==> src/logic/timer_map.svh <==
`ifndef TIMER_MAP_SVH
`define TIMER_MAP_SVH

// Register offsets on the plain register port
`define OFS_TIMER_MODE 4'h0
`define OFS_TIMER_CTRL_STATUS 4'h1
`define OFS_T0_LOW 4'h2
`define OFS_T0_HIGH 4'h3
`define OFS_T1_LOW 4'h4
`define OFS_T1_HIGH 4'h5
`define OFS_TIMER2_CTRL 4'h6
`define OFS_T2_LOW 4'h7
`define OFS_T2_HIGH 4'h8
`define OFS_T2_CAPTURE_LOW 4'h9
`define OFS_T2_CAPTURE_HIGH 4'hA

// Reset values
`define RESET_BYTE 8'h00

// Timer control and status bit positions
`define CS_T1_OVF 7
`define CS_T1_RUN 6
`define CS_T0_OVF 5
`define CS_T0_RUN 4
`define CS_IRQ1_EDGE 3
`define CS_IRQ1_TYPE 2
`define CS_IRQ0_EDGE 1
`define CS_IRQ0_TYPE 0

// Timer 2 control bit positions
`define T2C_OVF 7
`define T2C_EXT 6
`define T2C_RX_SEL 5
`define T2C_TX_SEL 4
`define T2C_EXT_EN 3
`define T2C_RUN 2
`define T2C_CT 1
`define T2C_CAP_RL 0

// Field positions inside one timer's nibble of the mode register
`define MODE_GATE 3
`define MODE_CT 2
`define MODE_SEL_HI 1
`define MODE_SEL_LO 0
`define MODE_SPLIT 2'h3

// Timing in oscillator periods (the clock is the oscillator)
`define OSC_PER_MACHINE 12
`define OSC_PER_STATE 2
`define SAMPLE_PHASE 9

`endif

==> src/logic/timer_pkg.sv <==
package timer_pkg;

  typedef struct packed {
    logic [3:0] addr;
    logic [7:0] wdata;
    logic wr;
    logic rd;
  } reg_bus_t;

  typedef struct packed {
    logic irq1;
    logic irq0;
    logic t2_trig;
    logic t2_cnt;
    logic t1_cnt;
    logic t0_cnt;
  } ext_pins_t;

  typedef struct packed {
    logic x1;
    logic x0;
    logic t1;
    logic t0;
  } irq_ack_t;

  typedef struct packed {
    logic [7:0] timer_mode_reg;
    logic [7:0] timer_ctrl_status;
    logic [7:0] t0_low_byte;
    logic [7:0] t0_high_byte;
    logic [7:0] t1_low_byte;
    logic [7:0] t1_high_byte;
    logic [7:0] timer2_ctrl;
    logic [7:0] t2_low_byte;
    logic [7:0] t2_high_byte;
    logic [7:0] t2_capture_low;
    logic [7:0] t2_capture_high;
    logic [7:0] rdata;
    logic rx_tick;
    logic tx_tick;
    logic t2_irq;
  } unit_state_t;

  typedef struct packed {
    logic [3:0] phase;
  } phase_state_t;

endpackage

==> src/logic/timer_unit.sv <==
`include "timer_map.svh"

// How it works
// - Timer 1 in mode 3 stops and holds its count, like a cleared run bit.
// - Timer 0 mode 3 splits into two 8-bit counters; low byte keeps timer 0 controls.
// - In that split, the high byte counts machine cycles, runs on t1_run, sets t1 flag.
// - Timer 1 then runs outside mode 3 unless its gate holds it, halts inside, still feeding baud ticks.
// - Overflow flags at status bits 7 and 5 set on overflow, cleared on vectoring.
// - Run bits at status bits 6 and 4 switch timers 1 and 0 on and off.
// - Edge flags at bits 3 and 1 set on a detected edge, cleared when processed.
// - Type bits at bits 2 and 0 select falling edge when set, low level when clear.
// - Timer 2 is a 16-bit up counter; bit 1 picks machine cycles or pin falls.
// - Timer 2 overflow flag sets on overflow, cleared by software, never in baud mode.
// - Timer 2 external flag sets on trigger capture or reload; software clears it.
// - Receive select set takes timer 2 overflows as receive clock, else timer 1.
// - Transmit select set takes timer 2 overflows as transmit clock, else timer 1.
// - External enable lets trigger falls capture or reload, except in baud mode.
// - Timer 2 run bit starts the timer at 1 and stops it at 0.
// - Capture/reload select picks capture or reload; baud mode forces reload.
// - Capture mode: overflow sets flag; trigger fall copies count and sets external flag.
// - Reload mode: rollover loads capture value; enabled trigger fall also reloads.
// - Either clock-select bit puts timer 2 into baud generator mode.
// - As a timer a counter steps once per machine cycle of twelve oscillator periods; timer 2 in baud mode once per state time.
// - As a counter the pin is sampled once a cycle; high then low counts one.

module timer_unit
  import timer_pkg::*;
(
  input wire logic clock,
  input wire logic rst_n,
  input wire reg_bus_t bus,
  input wire ext_pins_t pins,
  input wire irq_ack_t ack,
  output logic [7:0] read_data,
  output logic t0_irq,
  output logic t1_irq,
  output logic ext_irq0_req,
  output logic ext_irq1_req,
  output logic t2_irq,
  output logic rx_baud_tick,
  output logic tx_baud_tick
);

  // Step for modes 0, 1 and 2: returns overflow, high byte, low byte
  function automatic logic [16:0] count_step(input logic [1:0] mode, input logic [7:0] lo, input logic [7:0] hi);
    logic [5:0] lo5;
    logic [8:0] hi9;
    logic [8:0] lo9;
    logic [16:0] full;
    count_step = {1'b0, hi, lo};
    lo5 = {1'b0, lo[4:0]} + 6'h01;
    hi9 = {1'b0, hi} + 9'h001;
    lo9 = {1'b0, lo} + 9'h001;
    full = {1'b0, hi, lo} + 17'h00001;
    unique case (mode)
      2'h0: begin
        // 13-bit: upper three low-byte bits are left alone
        if (lo5[5]) begin
          count_step = {hi9, lo[7:5], lo5[4:0]};
        end else begin
          count_step = {1'b0, hi, lo[7:5], lo5[4:0]};
        end
      end
      2'h1: begin
        count_step = full;
      end
      2'h2: begin
        if (lo9[8]) begin
          count_step = {1'b1, hi, hi};
        end else begin
          count_step = {1'b0, hi, lo9[7:0]};
        end
      end
      2'h3: begin
        count_step = {1'b0, hi, lo};
      end
    endcase
  endfunction

  logic machine_tick;
  logic state_tick;
  logic sample_tick;
  ext_pins_t pin_level;
  ext_pins_t pin_fall;

  phase_gen u_phase (
    .clock(clock),
    .rst_n(rst_n),
    .machine_tick(machine_tick),
    .state_tick(state_tick),
    .sample_tick(sample_tick)
  );

  // All pins, trigger included, pass the same sampler
  pin_sampler #(.WIDTH($bits(ext_pins_t))) u_sampler (
    .clock(clock),
    .rst_n(rst_n),
    .sample_tick(sample_tick),
    .pins(pins),
    .level(pin_level),
    .fall(pin_fall)
  );

  unit_state_t q, d;

  logic [1:0] t0_mode;
  logic [1:0] t1_mode;
  logic t0_split;
  logic t0_ok;
  logic t1_ok;
  logic t0_inc;
  logic t1_inc;
  logic th0_inc;
  logic [16:0] t0_next;
  logic [16:0] t1_next;
  logic [8:0] tl0_next;
  logic [8:0] th0_next;
  logic t1_overflow;
  logic baud_mode;
  logic t2_inc;
  logic [16:0] t2_next;
  logic t2_overflow;
  logic t2_trigger;
  logic [7:0] cs;
  logic [7:0] t2c;

  always_comb begin
    d = q;
    cs = q.timer_ctrl_status;
    t2c = q.timer2_ctrl;
    t0_mode = q.timer_mode_reg[`MODE_SEL_HI:`MODE_SEL_LO];
    t1_mode = q.timer_mode_reg[`MODE_SEL_HI + 4:`MODE_SEL_LO + 4];
    t0_split = (t0_mode == `MODE_SPLIT);

    // Software side first; hardware sets below win over a clear in the same cycle
    if (bus.wr) begin
      unique case (bus.addr)
        `OFS_TIMER_MODE: d.timer_mode_reg = bus.wdata;
        `OFS_TIMER_CTRL_STATUS: cs = bus.wdata;
        `OFS_TIMER2_CTRL: t2c = bus.wdata;
        default: ;
      endcase
    end
    // Vectoring clears the overflow flags and the edge flags
    if (ack.t0) begin
      cs[`CS_T0_OVF] = 1'b0;
    end
    if (ack.t1) begin
      cs[`CS_T1_OVF] = 1'b0;
    end
    if (ack.x0) begin
      cs[`CS_IRQ0_EDGE] = 1'b0;
    end
    if (ack.x1) begin
      cs[`CS_IRQ1_EDGE] = 1'b0;
    end

    // Timer 0: gate lets the interrupt pin hold the count off
    t0_ok = q.timer_ctrl_status[`CS_T0_RUN] & (~q.timer_mode_reg[`MODE_GATE] | pin_level.irq0);
    t0_inc = t0_ok & (q.timer_mode_reg[`MODE_CT] ? pin_fall.t0_cnt : machine_tick);
    t0_next = count_step(t0_mode, q.t0_low_byte, q.t0_high_byte);
    tl0_next = {1'b0, q.t0_low_byte} + 9'h001;
    th0_next = {1'b0, q.t0_high_byte} + 9'h001;
    // In split mode the high byte borrows timer 1's run bit and flag
    th0_inc = t0_split & q.timer_ctrl_status[`CS_T1_RUN] & machine_tick;

    if (t0_split) begin
      if (t0_inc) begin
        d.t0_low_byte = tl0_next[7:0];
        if (tl0_next[8]) begin
          cs[`CS_T0_OVF] = 1'b1;
        end
      end
      if (th0_inc) begin
        d.t0_high_byte = th0_next[7:0];
        if (th0_next[8]) begin
          cs[`CS_T1_OVF] = 1'b1;
        end
      end
    end else if (t0_inc) begin
      d.t0_low_byte = t0_next[7:0];
      d.t0_high_byte = t0_next[15:8];
      if (t0_next[16]) begin
        cs[`CS_T0_OVF] = 1'b1;
      end
    end

    // Timer 1: with timer 0 split, its run bit is taken, so only mode 3 or its gate stops it
    t1_ok = (t0_split | q.timer_ctrl_status[`CS_T1_RUN])
      & (~q.timer_mode_reg[`MODE_GATE + 4] | pin_level.irq1)
      & (t1_mode != `MODE_SPLIT);
    t1_inc = t1_ok & (q.timer_mode_reg[`MODE_CT + 4] ? pin_fall.t1_cnt : machine_tick);
    t1_next = count_step(t1_mode, q.t1_low_byte, q.t1_high_byte);
    t1_overflow = t1_inc & t1_next[16];
    if (t1_inc) begin
      d.t1_low_byte = t1_next[7:0];
      d.t1_high_byte = t1_next[15:8];
    end
    // Flag belongs to the split high byte then; overflow still clocks the serial port
    if (t1_overflow && !t0_split) begin
      cs[`CS_T1_OVF] = 1'b1;
    end

    // External interrupts: edge mode latches falls, level mode follows the pin
    if (q.timer_ctrl_status[`CS_IRQ0_TYPE]) begin
      if (pin_fall.irq0) begin
        cs[`CS_IRQ0_EDGE] = 1'b1;
      end
    end else begin
      cs[`CS_IRQ0_EDGE] = ~pin_level.irq0;
    end
    if (q.timer_ctrl_status[`CS_IRQ1_TYPE]) begin
      if (pin_fall.irq1) begin
        cs[`CS_IRQ1_EDGE] = 1'b1;
      end
    end else begin
      cs[`CS_IRQ1_EDGE] = ~pin_level.irq1;
    end

    // Timer 2: baud mode steps every state time instead of every machine cycle
    baud_mode = q.timer2_ctrl[`T2C_RX_SEL] | q.timer2_ctrl[`T2C_TX_SEL];
    if (q.timer2_ctrl[`T2C_CT]) begin
      t2_inc = q.timer2_ctrl[`T2C_RUN] & pin_fall.t2_cnt;
    end else begin
      t2_inc = q.timer2_ctrl[`T2C_RUN] & (baud_mode ? state_tick : machine_tick);
    end
    t2_next = {1'b0, q.t2_high_byte, q.t2_low_byte} + 17'h00001;
    t2_overflow = t2_inc & t2_next[16];
    t2_trigger = q.timer2_ctrl[`T2C_EXT_EN] & pin_fall.t2_trig;

    if (t2_inc) begin
      d.t2_low_byte = t2_next[7:0];
      d.t2_high_byte = t2_next[15:8];
    end
    if (t2_overflow) begin
      if (baud_mode || !q.timer2_ctrl[`T2C_CAP_RL]) begin
        d.t2_low_byte = q.t2_capture_low;
        d.t2_high_byte = q.t2_capture_high;
      end
      if (!baud_mode) begin
        t2c[`T2C_OVF] = 1'b1;
      end
    end
    if (t2_trigger) begin
      // Baud mode keeps the trigger as a spare interrupt with no reload
      t2c[`T2C_EXT] = 1'b1;
      if (!baud_mode) begin
        if (q.timer2_ctrl[`T2C_CAP_RL]) begin
          d.t2_capture_low = q.t2_low_byte;
          d.t2_capture_high = q.t2_high_byte;
        end else begin
          d.t2_low_byte = q.t2_capture_low;
          d.t2_high_byte = q.t2_capture_high;
        end
      end
    end

    // Software writes to counts land last, so a write is never lost to a step
    if (bus.wr) begin
      unique case (bus.addr)
        `OFS_T0_LOW: d.t0_low_byte = bus.wdata;
        `OFS_T0_HIGH: d.t0_high_byte = bus.wdata;
        `OFS_T1_LOW: d.t1_low_byte = bus.wdata;
        `OFS_T1_HIGH: d.t1_high_byte = bus.wdata;
        `OFS_T2_LOW: d.t2_low_byte = bus.wdata;
        `OFS_T2_HIGH: d.t2_high_byte = bus.wdata;
        `OFS_T2_CAPTURE_LOW: d.t2_capture_low = bus.wdata;
        `OFS_T2_CAPTURE_HIGH: d.t2_capture_high = bus.wdata;
        default: ;
      endcase
    end
    d.timer_ctrl_status = cs;
    d.timer2_ctrl = t2c;

    // Serial bit clocks chosen per direction
    d.rx_tick = q.timer2_ctrl[`T2C_RX_SEL] ? (t2_overflow & baud_mode) : t1_overflow;
    d.tx_tick = q.timer2_ctrl[`T2C_TX_SEL] ? (t2_overflow & baud_mode) : t1_overflow;
    d.t2_irq = t2c[`T2C_OVF] | t2c[`T2C_EXT];

    // Read data stands one cycle only; unmapped offsets read zero
    d.rdata = 8'h00;
    if (bus.rd) begin
      unique case (bus.addr)
        `OFS_TIMER_MODE: d.rdata = q.timer_mode_reg;
        `OFS_TIMER_CTRL_STATUS: d.rdata = q.timer_ctrl_status;
        `OFS_T0_LOW: d.rdata = q.t0_low_byte;
        `OFS_T0_HIGH: d.rdata = q.t0_high_byte;
        `OFS_T1_LOW: d.rdata = q.t1_low_byte;
        `OFS_T1_HIGH: d.rdata = q.t1_high_byte;
        `OFS_TIMER2_CTRL: d.rdata = q.timer2_ctrl;
        `OFS_T2_LOW: d.rdata = q.t2_low_byte;
        `OFS_T2_HIGH: d.rdata = q.t2_high_byte;
        `OFS_T2_CAPTURE_LOW: d.rdata = q.t2_capture_low;
        `OFS_T2_CAPTURE_HIGH: d.rdata = q.t2_capture_high;
        default: d.rdata = 8'h00;
      endcase
    end
  end

  always_ff @(posedge clock or negedge rst_n) begin
    if (!rst_n) begin
      q <= '0;
    end else begin
      q <= d;
    end
  end

  assign read_data = q.rdata;
  assign t0_irq = q.timer_ctrl_status[`CS_T0_OVF];
  assign t1_irq = q.timer_ctrl_status[`CS_T1_OVF];
  assign ext_irq0_req = q.timer_ctrl_status[`CS_IRQ0_EDGE];
  assign ext_irq1_req = q.timer_ctrl_status[`CS_IRQ1_EDGE];
  assign t2_irq = q.t2_irq;
  assign rx_baud_tick = q.rx_tick;
  assign tx_baud_tick = q.tx_tick;
endmodule

==> src/logic/phase_gen.sv <==
`include "timer_map.svh"

module phase_gen
  import timer_pkg::*;
#(
  parameter int OSC_PER_MC = `OSC_PER_MACHINE,
  parameter int SAMPLE_AT = `SAMPLE_PHASE
) (
  input wire logic clock,
  input wire logic rst_n,
  output logic machine_tick,
  output logic state_tick,
  output logic sample_tick
);
  localparam logic [3:0] LAST = 4'(OSC_PER_MC - 1);
  localparam logic [3:0] SAMPLE = 4'(SAMPLE_AT);

  phase_state_t q, d;

  always_comb begin
    d = q;
    d.phase = (q.phase == LAST) ? 4'h0 : q.phase + 4'h1;
  end

  always_ff @(posedge clock or negedge rst_n) begin
    if (!rst_n) begin
      q <= '0;
    end else begin
      q <= d;
    end
  end

  // One pulse per machine cycle, one per state time, one at the pin sample point
  assign machine_tick = (q.phase == LAST);
  assign state_tick = q.phase[0];
  assign sample_tick = (q.phase == SAMPLE);
endmodule

==> src/logic/pin_sampler.sv <==
module pin_sampler
  import timer_pkg::*;
#(
  parameter int WIDTH = 6
) (
  input wire logic clock,
  input wire logic rst_n,
  input wire logic sample_tick,
  input wire logic [WIDTH-1:0] pins,
  output logic [WIDTH-1:0] level,
  output logic [WIDTH-1:0] fall
);
  typedef struct packed {
    logic [WIDTH-1:0] level;
    logic [WIDTH-1:0] fall;
  } sample_state_t;

  sample_state_t q, d;

  // A high sample followed by a low sample gives one fall pulse of one clock
  always_comb begin
    d = q;
    d.fall = '0;
    if (sample_tick) begin
      d.fall = q.level & ~pins;
      d.level = pins;
    end
  end

  // Pins idle high so no spurious fall is seen straight after reset
  always_ff @(posedge clock or negedge rst_n) begin
    if (!rst_n) begin
      q <= '{level: '1, fall: '0};
    end else begin
      q <= d;
    end
  end

  assign level = q.level;
  assign fall = q.fall;
endmodule

==> config.mk <==
export PLATFORM = sky130hd
export DESIGN_NAME = timer_unit
export DESIGN_NICKNAME = d
export VERILOG_FILES = /design/src/logic/timer_pkg.sv /design/src/logic/timer_unit.sv /design/src/logic/phase_gen.sv /design/src/logic/pin_sampler.sv
export VERILOG_INCLUDE_DIRS = /design/src /design/src/logic
export SDC_FILE = /design/constraint.sdc
export NUM_CORES = 1
export LEC_CHECK = 0
export ABC_AREA = 1
export BUFFER_PORTS_ARGS = -buffer_cell sky130_fd_sc_hd__buf_2
export CORE_AREA = 2 2 155 195
export CTS_BUF_LIST = sky130_fd_sc_hd__clkbuf_4
export CTS_CLUSTER_SIZE = 20
export DETAILED_ROUTE_END_ITERATION = 16
export DIE_AREA = 0 0 157 197
export REMOVE_ABC_BUFFERS = 1
export SYNTH_ARGS = -nofsm -noshare
export SYNTH_HDL_FRONTEND = slang
export SYNTH_SLANG_ARGS = --single-unit
==> constraint.sdc <==
create_clock -name clock -period 3.2 [get_ports clock]
set_clock_uncertainty 0.2 [all_clocks]
set_input_delay 0.32 -clock clock [delete_from_list [all_inputs] [get_ports clock]]
set_output_delay 0.32 -clock clock [all_outputs]
set_load 0.02 [all_outputs]
==> reports/results.tsv <==
stage	metric	value	unit
hold_path	min_path_type	in2reg	
route	drc	0	
global_route	grt_usage	19.2	%
floorplanning	die_h	197	µm
logic_synthesis	async_flop_share	100	%
logic_synthesis	synth_common_cells	nand2_1, inv_1, dfrtp_1, nor2_1, nand3_1	
timing	layout_setup_ws	0.726	ns
timing	finalHoldViolCount	0	
logic_synthesis	synth_ff_type	dfrtp_1	
layout	drive_gt1_share	13.8	%
worst_setup_path	critPathKind	reg2reg	
timing	fin_crit_sh	77.3	%
floorplanning	start_util	27.6	%
power	ir_drop	0.000317	V
worst_setup_path	slowest_stage	dfrtp_1	
logic_synthesis	yosysWarningCount	0	
layout	final_cell_area	9120	µm²
route	drt_iter0_drc	950	
place	gp_congestion	0.951	
worst_setup_path	required	3.52	ns
floorplanning	pin_count	41	
logic_synthesis	syn_avg_cell_area	7.10	µm²
floorplanning	core_area	29000	µm²
worst_setup_path	end_kind	flop	
floorplanning	dieWidth	157	µm
cts	postCtsSetupRepairBufs	0	
worst_setup_path	cp-start-kind	flop	
cts	cts_max_level	4	
route	wirelength	29200	µm
route	ant_nets	0	
timing	rsz0062_at_grt	false	
route	routedWlPerCell	18.4	µm
power	combinationalPowerShare	38.6	%
worst_setup_path	crit_family	simple AND/OR/NAND/NOR gates	
global_route	grt_max_degree	57	
cts	cts-buffers-inserted	17	
run	cap_violations	0	
route	dr.pass1.iters	8	
cts	clk_latency	0.60	ns
worst_setup_path	crit_buf_inv	0	
place	post-place-ws	0.803	ns
logic_synthesis	synth_top_cell_by_area	dfrtp_1	
logic_synthesis	synth_area_leaders	dfrtp_1, nand2_1, inv_1, nand3_1, o21ai_0	
logic_synthesis	ys_seq_elements	115	
timing	report.final.setup_viol	0	
power	leakagePower	4.39	nW
logic_synthesis	synth_most_common_cell	nand2_1	
timing	min_period	2.47	ns
timing	slew_headroom	47.3	%
global_route	grt_pass1_wl	45300	µm
logic_synthesis	yosysUniqueCellTypes	50	
floorplanning	die_area	30900	µm²
timing	max_freq	0.404	GHz
timing	slew_violations	0	
cts	cts-root-buf	clkbuf_4	
logic_synthesis	synth_top_area_share	34.1	%
power	power_density	684	nW/µm²
cts	cts_tree	yes	
logic_synthesis	syn_area	8000	µm²
timing	worst_slew_pin_slew	0.788	ns
worst_setup_path	crit_chain	ha_1 > nand2_1 > nor2_4 > nand4_4 > nor2_8 > nand3_4 > nand3_2 > nand3_1 > a21oi_1	
global_route	grt_pass1_vias	7759	
place	dpl_cell_area	8550	µm²
floorplanning	rows	70	
route	vias	8301	
timing	fin_tns_setup	0	ns
global_route	antenna_found_initial	1	
power	p_sw	2.85	mW
logic_synthesis	synthCells	1127	
cts	path_clk_slew	0.14	ns
route	vias_per_cell	5.23	
worst_setup_path	crit_fanout	16	
layout	areaGrowthSynthToFinish	13.9	%
layout	fin_nets	1210	
power	p_sw_share	45.7	%
timing	fin_hold_ws	0.0515	ns
place	port_buffers	40	
worst_setup_path	cp.arrival	2.79	ns
global_route	grt_overflow_total	0	
worst_setup_path	max_stage_delay	0.51	ns
cts	clockBufferDepth	2	
status	status	finished, final reports clean	
power	p_int	3.39	mW
power	sequentialPowerShare	39.1	%
place	dp_hpwl	21800	µm
logic_synthesis	synth-edff-count	0	
logic_synthesis	yosysSeqAreaShare	36.0	%
cts	cts.sinks	115	
power	power_frac_clock	22.3	%
==> cells in the final DEF, fill, tap and decap left out, drive strengths merged, types with 3 or more instances in the layout <==
master,instances
nor3,24
bufinv,5
a21oi,81
a221oi,6
a31oi,3
dfrtp,109
a22oi,5
inv,161
nor2,110
clkinv,6
dlygate4sd3,20
o22ai,36
nand3b,3
buf,46
or2,6
nand3,99
dfstp,6
nand4,31
o21ai,85
o211ai,24
ha,7
nand2,271
xor2,11
clkbuf,18
o311ai,3
==> layout make-up <==
cell class	instances	area [µm²]
flip-flops and latches	115	2890
multi-input cells	819	4310
clock inverters	14	225
repair buffers	66	460
fillers	3165	19900
clock buffers	18	135
diodes	1	2.50
inverters	158	598
well taps	396	495
==> final timing paths <==
check	slack, ns	start	end	cells past startpoint
setup / recovery	0.73	q[35]	q[32]	9
hold / removal	0.05	ack[1]	t1_irq	4
setup reg to reg	0.73	q[35]	q[32]	9
hold reg to reg	0.28	u_sampler.level[3]	u_sampler.level[3]	2
max in group asynchronous	1.96	rst_n	u_sampler.level[0]	3
min in group asynchronous	0.07	rst_n	q[27]	2
==> power groups by stage <==
stage / Sequential, mW / Clock (mW) / Combinational [mW]
global placement: 2.45 / 0 / 2.31
finish: 2.44 / 1.39 / 2.41
floorplan: 2.28 / 0 / 1.67
global route: 2.49 / 1.46 / 2.68
CTS: 2.42 / 1.40 / 2.36
detailed placement: 2.45 / 0 / 2.32
==> timing repair <==
item / in CTS / in global routing
resized for setup: 0 / 0
endpoints found under the hold margin: 106 / 0
hold buffers: 20 / 0
==> logic make-up (layout without fill, tap and decap cells) <==
group,after synthesis,in the layout,share of synthesized area (%)
compound gates,252,252,18.2
xor+xnor,12,12,1.31
fa+ha+maj,7,7,1.09
buf+inv,193,256,10.1
flops,115,115,36.0
other cells,0,1,0
simple gates,548,548,33.3
==> metal layers <==
layer  GRT usage (%)  up-vias  wire length (µm)
met5               0        -                 0
met4            9.00        0              1420
met3            3.54      103              1990
met2            32.0      373             13700
met1            24.0     3939             12000
li1                -     3886                 -
==> state kept, by name (all words and copies together) (netlist names) <==
register         count
q                   84
ext_irq1_req         1
tx_baud_tick         1
read_data            8
u_phase.q            4
t1_irq               1
t2_irq               1
ext_irq0_req         1
u_sampler.fall       6
t0_irq               1
u_sampler.level      6
rx_baud_tick         1
==> per-stage QoR <==
step	power, mW	std cells	utilization (%)
after floorplan	3.95	1092	-
after global placement	4.75	1534	29.5
after detailed placement	4.77	1534	29.5
after CTS	6.17	1586	31.4
after global routing	6.64	1587	31.4
final	6.24	1587	31.4
==> worst min-delay path: stages <==
cell	delay, ns
buf_2	0.10
nand3b_1	0.09
o21ai_0	0.12
o21bai_1	0.19
No activity file was read; power rests on OpenSTA's default activity.
